File: src/shared/bst_pkg.sv
// Behaviour
// - Sample on test-clock rise, drive on fall
// - Data enters at MSB, leaves at LSB
// - Data-out drives only while shifting
// - Five rising edges mode-high reset port
// - Instruction selects exactly one serial register
// - Three-bit instruction, identification at reset
// - Instruction capture loads binary 01
// - New instruction applies at instruction update
// - One-bit bypass register, captures zero
// - Boundary register captures ring, then shifts
// - One scan cell per bump, spares included
// - Identification capture loads fixed 32-bit code
// - Controller uses only five defined codes
// - High-impedance sample floats outputs until update
// - Sample/preload captures pin snapshot
// - Preload sets latched parallel cell outputs
// - Capture shifts out while preload shifts in
// - Test clock at most 20 MHz
// - Codes: 000 external, 001 ident, 010 float
// - Identification fields revision, device, vendor, one
// - Cell 47 drives or floats outputs externally
// - Bypass forms path in data shift
package bst_pkg;
    localparam int IR_W = 3;
    localparam int ID_W = 32;
    localparam int BSR_W = 107;
    localparam int OE_CELL = 47;
    localparam int RESET_ONES = 5;
    localparam logic [2:0] OP_EXTEST = 3'h0;
    localparam logic [2:0] OP_IDCODE = 3'h1;
    localparam logic [2:0] OP_SAMPLEZ = 3'h2;
    localparam logic [2:0] OP_SAMPLE = 3'h4;
    localparam logic [2:0] OP_BYPASS = 3'h7;
    localparam logic [1:0] IR_CAPTURE = 2'h1;
    localparam logic [2:0] REV_CODE = 3'h5;      // Arbitrary value
    localparam logic [16:0] DEV_CODE = 17'h00abc; // Arbitrary value
    localparam logic [10:0] VEND_CODE = 11'h05a;  // Arbitrary value
    localparam logic [31:0] ID_VALUE = {REV_CODE, DEV_CODE, VEND_CODE, 1'b1};
    localparam real TCK_MAX_MHZ = 20.0;
    localparam real SYS_MHZ = 250.0;
    // Rounded up, so the divided test clock never beats its limit
    localparam int TCK_HALF = $rtoi($ceil(SYS_MHZ / TCK_MAX_MHZ / 2.0));
    typedef enum logic [15:0] {
        TLR = 16'h0001, RTI = 16'h0002, SEL_DR = 16'h0004, CAP_DR = 16'h0008,
        SH_DR = 16'h0010, EX1_DR = 16'h0020, PA_DR = 16'h0040,
        EX2_DR = 16'h0080, UPD_DR = 16'h0100, SEL_IR = 16'h0200,
        CAP_IR = 16'h0400, SH_IR = 16'h0800, EX1_IR = 16'h1000,
        PA_IR = 16'h2000, EX2_IR = 16'h4000, UPD_IR = 16'h8000
    } bst_state_e;
    function automatic bst_state_e bst_next(bst_state_e s, logic m);
        case (s)
            TLR: bst_next = m ? TLR : RTI;
            RTI: bst_next = m ? SEL_DR : RTI;
            SEL_DR: bst_next = m ? SEL_IR : CAP_DR;
            CAP_DR: bst_next = m ? EX1_DR : SH_DR;
            SH_DR: bst_next = m ? EX1_DR : SH_DR;
            EX1_DR: bst_next = m ? UPD_DR : PA_DR;
            PA_DR: bst_next = m ? EX2_DR : PA_DR;
            EX2_DR: bst_next = m ? UPD_DR : SH_DR;
            UPD_DR: bst_next = m ? SEL_DR : RTI;
            SEL_IR: bst_next = m ? TLR : CAP_IR;
            CAP_IR: bst_next = m ? EX1_IR : SH_IR;
            SH_IR: bst_next = m ? EX1_IR : SH_IR;
            EX1_IR: bst_next = m ? UPD_IR : PA_IR;
            PA_IR: bst_next = m ? EX2_IR : PA_IR;
            EX2_IR: bst_next = m ? UPD_IR : SH_IR;
            UPD_IR: bst_next = m ? SEL_DR : RTI;
            default: bst_next = TLR;
        endcase
    endfunction
endpackage

File: src/shared/bst_if.sv
`timescale 1ns/1ps
`default_nettype none
interface bst_if;
    logic tck;
    logic tms;
    logic tdi;
    logic tdo_out;
    logic tdo_oe_n;
    wire tdo_line = tdo_oe_n ? 1'b1 : tdo_out;
    modport dev (input tck, input tms, input tdi, output tdo_out,
                 output tdo_oe_n);
    modport ctl (output tck, output tms, output tdi, input tdo_line);
endinterface
`default_nettype wire

File: src/rtl/bst_dev.sv
`timescale 1ns/1ps
`default_nettype none
module bst_dev #(
    parameter int BSR_W = bst_pkg::BSR_W
) (
    input wire logic sys_clk,
    input wire logic rst_n,
    bst_if.dev link,
    input wire logic [BSR_W-1:0] ring_in,
    input wire logic mem_oe,
    output logic [BSR_W-1:0] ring_out,
    output logic ext_mode,
    output logic out_enable
);
    // Pin synchronisers: change counts when stages two and three agree
    logic [2:0] s_tck, s_tms, s_tdi;
    logic tck_l, tms_l, tdi_l;
    logic [2:0] next_s_tck, next_s_tms, next_s_tdi;
    logic next_tck_l, next_tms_l, next_tdi_l;
    bst_pkg::bst_state_e st, next_st;
    logic [bst_pkg::IR_W-1:0] ir, ir_sh, next_ir, next_ir_sh;
    logic [bst_pkg::ID_W-1:0] id_sh, next_id_sh;
    logic [BSR_W-1:0] bsr, bsr_upd, next_bsr, next_bsr_upd;
    logic byp, next_byp, tdo_q, next_tdo_q, oe_n, next_oe_n;
    logic next_ext, next_oe;
    logic rise, fall, ser;

    // Instructions that put the boundary ring on the serial path
    function automatic logic on_ring(logic [bst_pkg::IR_W-1:0] code);
        on_ring = code == bst_pkg::OP_EXTEST ||
                  code == bst_pkg::OP_SAMPLEZ ||
                  code == bst_pkg::OP_SAMPLE;
    endfunction

    always_comb begin
        next_s_tck = {s_tck[1:0], link.tck};
        next_s_tms = {s_tms[1:0], link.tms};
        next_s_tdi = {s_tdi[1:0], link.tdi};
        next_tck_l = (s_tck[1] == s_tck[2]) ? s_tck[2] : tck_l;
        next_tms_l = (s_tms[1] == s_tms[2]) ? s_tms[2] : tms_l;
        next_tdi_l = (s_tdi[1] == s_tdi[2]) ? s_tdi[2] : tdi_l;
        rise = next_tck_l & ~tck_l;
        fall = ~next_tck_l & tck_l;
        next_st = st;
        next_ir = ir;
        next_ir_sh = ir_sh;
        next_id_sh = id_sh;
        next_bsr = bsr;
        next_bsr_upd = bsr_upd;
        next_byp = byp;
        if (rise) begin
            next_st = bst_pkg::bst_next(st, tms_l);
            case (st)
                bst_pkg::CAP_IR:
                    next_ir_sh = {1'b0, bst_pkg::IR_CAPTURE};
                bst_pkg::SH_IR:
                    next_ir_sh = {tdi_l, ir_sh[bst_pkg::IR_W-1:1]};
                bst_pkg::UPD_IR: next_ir = ir_sh;
                bst_pkg::CAP_DR: begin
                    // Fast-toggling pins may be caught mid-edge
                    if (ir == bst_pkg::OP_IDCODE)
                        next_id_sh = bst_pkg::ID_VALUE;
                    else if (on_ring(ir))
                        next_bsr = ring_in;
                    else
                        next_byp = 1'b0;
                end
                bst_pkg::SH_DR: begin
                    if (ir == bst_pkg::OP_IDCODE)
                        next_id_sh = {tdi_l, id_sh[bst_pkg::ID_W-1:1]};
                    else if (on_ring(ir))
                        next_bsr = {tdi_l, bsr[BSR_W-1:1]};
                    else
                        next_byp = tdi_l;
                end
                bst_pkg::UPD_DR:
                    if (ir == bst_pkg::OP_SAMPLE || ir == bst_pkg::OP_EXTEST)
                        next_bsr_upd = bsr;
                default: ;
            endcase
            // Act on entry, so no stale float survives in reset state
            if (next_st == bst_pkg::TLR) begin
                next_ir = bst_pkg::OP_IDCODE;
                next_bsr_upd[bst_pkg::OE_CELL] = 1'b1;
            end
        end
        if (ir == bst_pkg::OP_IDCODE)
            ser = id_sh[0];
        else if (on_ring(ir))
            ser = bsr[0];
        else
            ser = byp;
        next_tdo_q = tdo_q;
        next_oe_n = oe_n;
        if (fall) begin
            next_tdo_q = (st == bst_pkg::SH_IR) ? ir_sh[0] : ser;
            next_oe_n = !(st == bst_pkg::SH_IR || st == bst_pkg::SH_DR);
        end
        next_ext = (ir == bst_pkg::OP_EXTEST);
        // Memory drive only gated, never redirected
        next_oe = mem_oe && (ir != bst_pkg::OP_SAMPLEZ) &&
                  !(next_ext && !bsr_upd[bst_pkg::OE_CELL]);
    end

    always_ff @(posedge sys_clk or negedge rst_n) begin
        if (!rst_n) begin
            s_tck <= 3'h0;
            s_tms <= 3'h7;
            s_tdi <= 3'h7;
            tck_l <= 1'b0;
            tms_l <= 1'b1;
            tdi_l <= 1'b1;
            st <= bst_pkg::TLR;
            ir <= bst_pkg::OP_IDCODE;
            ir_sh <= 3'h0;
            id_sh <= 32'h0;
            bsr <= '0;
            bsr_upd <= BSR_W'(1) << bst_pkg::OE_CELL;
            byp <= 1'b0;
            tdo_q <= 1'b0;
            oe_n <= 1'b1;
            ring_out <= BSR_W'(1) << bst_pkg::OE_CELL;
            ext_mode <= 1'b0;
            out_enable <= 1'b0;
        end else begin
            s_tck <= next_s_tck;
            s_tms <= next_s_tms;
            s_tdi <= next_s_tdi;
            tck_l <= next_tck_l;
            tms_l <= next_tms_l;
            tdi_l <= next_tdi_l;
            st <= next_st;
            ir <= next_ir;
            ir_sh <= next_ir_sh;
            id_sh <= next_id_sh;
            bsr <= next_bsr;
            bsr_upd <= next_bsr_upd;
            byp <= next_byp;
            tdo_q <= next_tdo_q;
            oe_n <= next_oe_n;
            ring_out <= next_bsr_upd;
            ext_mode <= next_ext;
            out_enable <= next_oe;
        end
    end
    assign link.tdo_out = tdo_q;
    assign link.tdo_oe_n = oe_n;
endmodule
`default_nettype wire

File: src/flat_wrapper.sv
// flat-port wrapper written by rule: the top's interface ports become plain ports
module bst_dev_flat 
#(
    parameter int BSR_W = bst_pkg::BSR_W
)
  (sys_clk, rst_n, ring_in, mem_oe, ring_out, ext_mode, out_enable, link_tck, link_tms, link_tdi, link_tdo_out, link_tdo_oe_n);
  bst_if link_i ();
  input wire logic sys_clk;
  input wire logic rst_n;
  input wire logic [BSR_W-1:0] ring_in;
  input wire logic mem_oe;
  output logic [BSR_W-1:0] ring_out;
  output logic ext_mode;
  output logic out_enable;
  input wire logic [$bits(link_i.tck)-1:0] link_tck;
  input wire logic [$bits(link_i.tms)-1:0] link_tms;
  input wire logic [$bits(link_i.tdi)-1:0] link_tdi;
  output wire logic [$bits(link_i.tdo_out)-1:0] link_tdo_out;
  output wire logic [$bits(link_i.tdo_oe_n)-1:0] link_tdo_oe_n;
  assign link_i.tck = link_tck;
  assign link_i.tms = link_tms;
  assign link_i.tdi = link_tdi;
  assign link_tdo_out = link_i.tdo_out;
  assign link_tdo_oe_n = link_i.tdo_oe_n;
  bst_dev #(.BSR_W(BSR_W)) u_core (.sys_clk(sys_clk), .rst_n(rst_n), .link(link_i), .ring_in(ring_in), .mem_oe(mem_oe), .ring_out(ring_out), .ext_mode(ext_mode), .out_enable(out_enable));
endmodule
File: config.mk
export PLATFORM = sky130hd
export DESIGN_NAME = bst_dev_flat
export DESIGN_NICKNAME = d
export VERILOG_FILES = /design/src/shared/bst_pkg.sv /design/src/shared/bst_if.sv /design/src/rtl/bst_dev.sv /design/src/flat_wrapper.sv
export SDC_FILE = /design/constraint.sdc
export NUM_CORES = 1
export LEC_CHECK = 0
export BUFFER_PORTS_ARGS = -buffer_cell sky130_fd_sc_hd__buf_2
export CORE_MARGIN = 8
export CORE_UTILIZATION = 50
export DETAILED_ROUTE_END_ITERATION = 8
export GPL_TIMING_DRIVEN = 0
export PLACE_DENSITY_LB_ADDON = 0.15
export REMOVE_ABC_BUFFERS = 1
export SLEW_MARGIN = 20
export SYNTH_ARGS = -nofsm -noshare
export SYNTH_HDL_FRONTEND = slang
export SYNTH_SLANG_ARGS = --single-unit
File: constraint.sdc
create_clock -name sys_clk -period 2.9 [get_ports sys_clk]
set_input_delay 0.29 -clock sys_clk [delete_from_list [all_inputs] [get_ports sys_clk]]
set_output_delay 0.29 -clock sys_clk [all_outputs]
set_load 0.02 [all_outputs]
Yosys cells after proc, flatten, opt, wreduce, memory -nomap -nowiden. Cells that the tools add are included.

Bitwise operators: 4. Muxes and demuxes: 37. Reductions and logical operators: 26. Equal/unequal tests: 32.

Operators by type and width (number): 2-to-1 mux 107 bit (4); one-hot mux 107 bit (2 select lines) (1); one-hot mux 16 bit (12 select lines) (1); 2-to-1 mux 48 bit (2); 2-to-1 mux 32 bit (2); one-hot mux 32 bit (2 select lines) (1); 2-to-1 mux 16 bit (3); == test 16 x 1 -> 1 bit, second input constant (2); 2-to-1 mux 9 bit (2); == test 16 x 10 -> 1 bit, second input constant (1); == test 16 x 11 -> 1 bit, second input constant (1); == test 16 x 12 -> 1 bit, second input constant (1); == test 16 x 13 -> 1 bit, second input constant (1); == test 16 x 14 -> 1 bit, second input constant (1); == test 16 x 15 -> 1 bit, second input constant (1); == test 16 bit, second input constant (1); == test 16 x 2 -> 1 bit, second input constant (1); == test 16 x 3 -> 1 bit, second input constant (1); == test 16 x 4 -> 1 bit, second input constant (1); == test 16 x 5 -> 1 bit, second input constant (1); == test 16 x 6 -> 1 bit, second input constant (1); == test 16 x 7 -> 1 bit, second input constant (1); == test 16 x 8 -> 1 bit, second input constant (1); == test 16 x 9 -> 1 bit, second input constant (1); other kinds (31) (66).

Output and inout bits: 111. Input port bits: 113. Flip-flop bits (word level): 285. Word-level logic and storage cells: 117.

Depth between registers and ports, before layout. Gate-level depths: netlist (run 1).

Depth after elaboration: 7. Gate-level depth with buffers: 10. Mapped depth without buffers: 6.

Worst setup path before layout (run 1). No wires, ideal clock.

Path kind: flip-flop to flip-flop. From: reg u_core.st[0]. To: reg u_core.ring_out[10]. Data arrival time: 2154 ps. Cell stages (with the launch flop): 9. Period minus slack after synthesis: 2279 ps. Slack: 621 ps. Library setup time: 125 ps. Buffers on the path: 3. Required time: 2775 ps. Path through: dfstp_2 -> buf_2 -> nor4_4 -> and2_1 -> nand3_1 -> nor4_4 -> buf_4 -> buf_4 -> mux2_2.

Longest elaborated chain between the ends: 2.

Ends and longest elaborated chain: from (decl) (RTL line bst_dev.sv:20) `bst_pkg::bst_state_e st, next_st;`; from (signal assigned) (RTL line bst_dev.sv:113) `st <= bst_pkg::TLR;`; from (signal assigned) (RTL line bst_dev.sv:132) `st <= next_st;`; == test 16 x 9 -> 1 bit (RTL line bst_dev.sv:53) `case (st)`; AND reduction 3 bit (no line); to (signal assigned) (RTL line bst_dev.sv:122) `ring_out <= BSR_W'(1) << bst_pkg::OE_CELL;`; to (signal assigned) (RTL line bst_dev.sv:141) `ring_out <= next_bsr_upd;`; to (decl) (RTL line bst_dev.sv:11) `output logic [BSR_W-1:0] ring_out,`.

Every way passes these cells. A chain may end at the register's enable or synchronous reset.

Final worst setup path (run 1).
From: reg u_core.st[12]. To: reg u_core.ring_out[92].

The elaborated chain is that of the path after synthesis.

==> flow_summary.ini, run 1 <==
[pwr]
seqPwrFrac_pct = 49.0
peakVddDrop_mv = 0.464
p_comb_share_pct = 7.8
powerDensity_mw_per_mm2 = 566
clkPwrFrac_pct = 43.3
internal_power_w = 0.00659
p_switching_w = 0.00203
leakagePower_nw = 7.50
netSwitchingFraction_pct = 23.6

[yosys]
async_flop_share_pct = 100
yosys_warnings = 0
netlist_area_mm2 = 0.0123
synth.distinct_cells = 51
avgSynthCellArea_um2 = 11.8
yosysSeqAreaShare_pct = 58.3
synthCells = 1043
synth_edf_count = 0
synth_flop_cell = dfrtp_1
ys_ff_latch = 285

[timing]
fin_crit_ns = 2.75
maxSlewViolCount = 0
setup_viol = 0
slew-limit-headroom_pct = 44.8
period_share_pct = 94.7
grt_setup_unrepaired = false
clock.fmax_mhz = 364
worst_pin_slew_ns = 0.825
whs_ns = 0.0177
fin_skew_ns = 0.0110
timing_hold_violations_final = 0

[cts]
cts_tree = built
cts.sinks = 285
numCtsBuffers = 31
htreeDepth = 1
root_buffer = clkbuf_16
clk_latency_ns = 0.55
path_clk_slew_ns = 0.06
clock_path_buffers = 3

[setup_path]
path_class = reg2reg
path_common_cell = buf_6
critPathLaunchType = register
critPathSlowestCell = dfrtp_2
path_cells = nor4_4 > buf_4 > nand3_1 > nor4_4 > buf_6 > buf_8 > buf_8 > buf_6 > buf_6 > mux2_2
max_stage_delay_ns = 0.46
critPathCaptureType = register
crit_required_ns = 3.33
arrival_ns = 3.18
critPathMaxFanout = 12

[cells_and_area]
layout.cells.non_filler = 1642
fin_nets = 1407
n_antenna_cell = 0
stdcell_area_mm2 = 0.0152
syn_to_final_growth_pct = 24.2
drive_above_1_share_pct = 33.3

[detailed_routing]
wire_per_inst_um = 17.6
wirelength_um = 29000
ant_nets = 0
drt_iter0_drc = 445
via_count = 8582
avgViaCountPerCell = 5.23
dr.pass1.iters = 4
drcViolationCount = 0

[place]
dp_hpwl_um = 19500
dp_cells = 1542
place_congestion = 0.776
placed_cell_area_mm2 = 0.0138
io_buffers = 223

[global_routing]
grt_max_degree = 98
gr-total-overflow = 0
grt_pass1_wl_um = 47200
antenna_found_initial = 7
grt_pass1_vias = 8859
grt_usage_pct = 18.9

[die]
core_mm2 = 0.0242
die_w_um = 173
initial_core_util_pct = 50.7
ios = 224
die_height_um = 173
rows = 57
die_area_mm2 = 0.0298

[min_path]
holdCritPathClass = in2reg

[status]
status = completed

[job]
drv_cap = 0
-- synthesized netlist by cell type, types with 9 or more instances --
cell type	n	area [µm²]
nor2_1	47	176
o21ai_0	63	315
buf_6	9	101
nor3_1	14	70.1
nand3_1	28	140
buf_4	12	90.1
nor3_2	9	90.1
mux2_1	9	101
dfstp_2	12	315
dfrtp_1	273	6830
o21ai_1	61	305
clkbuf_1	26	97.6
mux2i_1	111	1110
buf_2	27	135
mux2_2	97	1090
nand2_1	170	638
-- critical path: cells and delay by family, from the launching register on --
family | cells | cell delay (ns)
buffers and inverters | 6 | 1.03
flip-flops | 1 | 0.46
multiplexers | 1 | 0.34
AND/OR/NAND/NOR | 3 | 0.79
-- per-stage QoR --
step | TNS (ns) | util [%] | total power (W) | setup slack [ns]
2_1_floorplan | -595.77 | - | 0.00461 | -2.93
3_3_place_gp | -2209.50 | 55.2 | 0.00488 | -5.43
3_5_place_dp | -34.83 | 57.2 | 0.00491 | -0.729
4_1_cts | 0 | 62.8 | 0.00873 | 0.0252
5_1_grt | 0 | 63.0 | 0.00898 | 0.00417
6_report | 0 | 63.0 | 0.00863 | 0.153
-- power groups by stage --
stage          registers [W]  clock network (W)  logic, W
4_1_cts              0.00422            0.00383  0.000671
2_1_floorplan        0.00429                  0  0.000325
3_5_place_dp         0.00429                  0  0.000614
6_report             0.00422            0.00373  0.000670
3_3_place_gp         0.00429                  0  0.000587
5_1_grt              0.00424            0.00399  0.000753
-- registers in the layout, summed over array words and instances (netlist names), 3 cells and up --
name,flops
u_core.bsr,107
u_core.ring_out,107
u_core.id_sh,32
u_core.st,16
u_core.ir,3
u_core.ir_sh,3
u_core.s_tck,3
u_core.s_tdi,3
u_core.s_tms,3
-- routing by layer --
layer | part of all wire, % | GRT usage, % | up-vias
met5 | 0.30 | 0 | -
met4 | 2.6 | 4.89 | 14
met3 | 7.3 | 6.51 | 66
met2 | 48 | 31.2 | 189
met1 | 42 | 23.5 | 4177
li1 | - | - | 4136
-- final timing paths --
path,start,end,slack (ns),depth (start not counted)
max in group asynchronous,rst_n,u_core.ring_out[70]$_DFFE_PN0P_,1.90,3
min in group asynchronous,rst_n,u_core.ring_out[36]$_DFFE_PN0P_,0.21,2
min reg2reg,u_core.s_tdi[0]$_DFF_PN1_,u_core.s_tdi[1]$_DFF_PN1_,0.35,0
max,u_core.st[12]$_DFFE_PN0P_,u_core.ring_out[92]$_DFFE_PN0P_,0.15,10
min,ring_in[62],u_core.bsr[62]$_DFFE_PN0P_,0.02,3
max reg2reg,u_core.st[12]$_DFFE_PN0P_,u_core.ring_out[92]$_DFFE_PN0P_,0.15,10
-- final cells by class --
type,instances,area (µm²)
Fill cell,1995,8950
Sequential cell,285,7150
Multi-Input combinational cell,683,4710
Timing Repair Buffer,291,1980
Clock buffer,53,948
Tap cell,324,405
Clock inverter,4,26.3
Inverter,2,7.51
-- what timing repair did --
item	CTS	global route
endpoints found under the setup margin	148	94
gates resized for setup	5	3
buffers inserted	9	2
hold buffers	32	0
pin swaps	6	3
endpoints found under the hold margin	117	0
cloned	1	1
-- layout by cell type, fill, tap and decap left out, types with 3 or more instances in the layout --
master / count
dfrtp_1: 270
buf_2: 222
nand2_1: 170
mux2i_1: 111
mux2_2: 97
o21ai_0: 63
o21ai_1: 61
nor2_1: 46
clkbuf_16: 32
dlygate4sd3_1: 32
nand3_1: 28
nor3_1: 14
clkbuf_1: 13
buf_4: 12
dfstp_2: 12
buf_6: 10
mux2_1: 9
nor3_2: 9
clkbuf_8: 9
buf_16: 7
nor4_4: 6
o31ai_1: 6
a21oi_1: 5
xnor2_1: 4
nand4_1: 4
buf_12: 4
maj3_1: 3
nor4b_1: 3
or4_1: 3
nor3b_1: 3
a22o_1: 3
buf_8: 3
dfrtp_2: 3
-- cell families after synthesis --
group / share of synthesized area, %
simple gates: 11.9
flops: 58.3
xor+xnor: 0.357
buf+inv: 3.52
fa+ha+maj: 0.245
mux: 18.8
compound gates: 6.86
Power figures use the tool's default switching activity.
==> inputs of run 2 (changes only) <==
==> constraint.sdc (replaced) <==
create_clock -name sys_clk -period 3 [get_ports sys_clk]
set_input_delay 0.3 -clock sys_clk [delete_from_list [all_inputs] [get_ports sys_clk]]
set_output_delay 0.3 -clock sys_clk [all_outputs]
set_load 0.02 [all_outputs]
==> run 2 against run 1 <==
Net effect: fmax decreased by 2.2%; global-route usage decreased by 0.062 points; clock skew about the same; first-iteration DRC count decreased by 7.9%; setup slack improved by 0.039 ns; total power decreased by 3.5%; count of clock-buffer cells in the layout unchanged; clock power decreased by 3%; cell count decreased by 0.79%; non-clock buffer count decreased by 15; via count decreased by 0.96%; critical path depth unchanged.
==> flow_summary.ini, run 2 (same netlist as run 1, synthesis figures left out) <==
[die]
rows = 57
core_mm2 = 0.0242
die_w_um = 173
die_area_mm2 = 0.0298
initial_core_util_pct = 50.7
ios = 224
die_height_um = 173

[global_routing]
gr-total-overflow = 0
grt_pass1_vias = 8761
grt_pass1_wl_um = 47000
grt_usage_pct = 18.9
grt_max_degree = 98
antenna_found_initial = 9

[timing]
clock.fmax_mhz = 356
fin_skew_ns = 0.0109
fin_crit_ns = 2.81
timing_hold_violations_final = 0
whs_ns = 0.0191
maxSlewViolCount = 0
fin_setup_tns_ns = 0
setup_ws_ns = 0.192
slew-limit-headroom_pct = 44.3
setup_viol = 0
worst_pin_slew_ns = 0.834
period_share_pct = 93.6
grt_setup_unrepaired = false

[detailed_routing]
dr.pass1.iters = 4
avgViaCountPerCell = 5.22
drt_iter0_drc = 410
via_count = 8500
ant_nets = 0
wire_per_inst_um = 17.7
wirelength_um = 28800
drcViolationCount = 0

[place]
dp_cells = 1542
io_buffers = 223
dp_hpwl_um = 19500
dp_slack_ns = -0.629
place_congestion = 0.776

[cts]
root_buffer = clkbuf_16
numCtsBuffers = 31
clk_latency_ns = 0.55
htreeDepth = 1
clock_path_buffers = 3
path_clk_slew_ns = 0.06
cts_tree = built
cts.sinks = 285

[setup_path]
critPathCaptureType = register
max_stage_delay_ns = 0.56
crit_required_ns = 3.42
path_class = reg2reg
critPathMaxFanout = 38
arrival_ns = 3.23
critPathSlowestCell = a2111o_2
path_common_cell = buf_12
critPathLaunchType = register
path_cells = nor4_4 > buf_4 > and2_4 > nand4_4 > a2111o_2 > buf_12 > buf_12 > buf_16 > nand2_1 > o21ai_0

[pwr]
powerDensity_mw_per_mm2 = 551
leakagePower_nw = 7.42
peakVddDrop_mv = 0.449

[cells_and_area]
drive_above_1_share_pct = 33.8
register_area_mm2 = 0.00715
fin_nets = 1392
top_regs = u_core.bsr (107), u_core.ring_out (107), u_core.id_sh (32)
mostFrequentLayoutCells = dfrtp_1 (270), buf_2 (222), nand2_1 (170)
multi_input_area_mm2 = 0.00472
layout.cells.non_filler = 1629
utilization_pct = 62.5
fillCellCount = 2009
syn_to_final_growth_pct = 23.2
final_common_cell = dfrtp_1

[min_path]
holdCritPathClass = in2reg

[status]
status = completed

[job]
drv_cap = 0
## run 2: changes by cell type in the layout (fill, tap and decap cells not counted), sizes merged
cell         delta
dlygate4sd3    -16
diode           +2
buf             +1
## run 2: repair_timing
action	4_1_cts	5_1_grt
resized for setup	4	4
pin swaps	5	4
hold endpoints to repair	101	0
hold buffers	16	0
setup endpoints to repair	98	72
setup buffers	8	3
cloned	1	1
## run 2: power breakdown
group	switching (W)	total, W	internal, W
sequential	0.000124	0.00409	0.00396
clock	0.00148	0.00361	0.00213
combinational	0.000360	0.000631	0.000270
## run 2: worst paths after layout
check | end | depth (start not counted) | slack (ns) | startpoint
max | u_core.bsr[14]$_DFFE_PN0P_ | 10 | 0.19 | u_core.st[12]$_DFFE_PN0P_
min | u_core.bsr[76]$_DFFE_PN0P_ | 3 | 0.02 | ring_in[76]
max reg2reg | u_core.bsr[14]$_DFFE_PN0P_ | 10 | 0.19 | u_core.st[12]$_DFFE_PN0P_
min reg2reg | u_core.s_tdi[1]$_DFF_PN1_ | 0 | 0.35 | u_core.s_tdi[0]$_DFF_PN1_
max in group asynchronous | u_core.ring_out[70]$_DFFE_PN0P_ | 3 | 2.00 | rst_n
min in group asynchronous | u_core.ring_out[36]$_DFFE_PN0P_ | 2 | 0.22 | rst_n
## run 2: area by class of cell
cell class              instances  share of cell area (%)
diodes                          2                  0.0331
clock buffers                  53                    6.28
clock inverters                 4                   0.174
inverters                       2                  0.0497
multi-input cells             683                    31.3
flip-flops and latches        285                    47.3
well taps                     324                    2.68
repair buffers                276                    12.2
## run 2: per-layer routing
layer	global-route usage [%]	share of wire, %	vias up
li1	-	-	4113
met1	23.2	41	4121
met5	0	0.38	-
met2	31.1	48	186
met3	6.84	8.0	64
met4	4.78	2.4	16
## run 2: through the flow
| step | instance area, µm² | total power [W] |
|---|---|---|
| after CTS | 15000 | 0.00842 |
| after floorplan | 11800 | 0.00446 |
| after global routing | 15100 | 0.00867 |
| after global placement | 13400 | 0.00472 |
| after detailed placement | 13800 | 0.00475 |
| final | 15100 | 0.00833 |
## run 2: worst max-delay path: cells and delay by family (launching register included)
family,cells,cell delay (ns)
simple gates,4,0.79
flops,1,0.46
buf+inv,4,0.75
compound gates,2,0.65
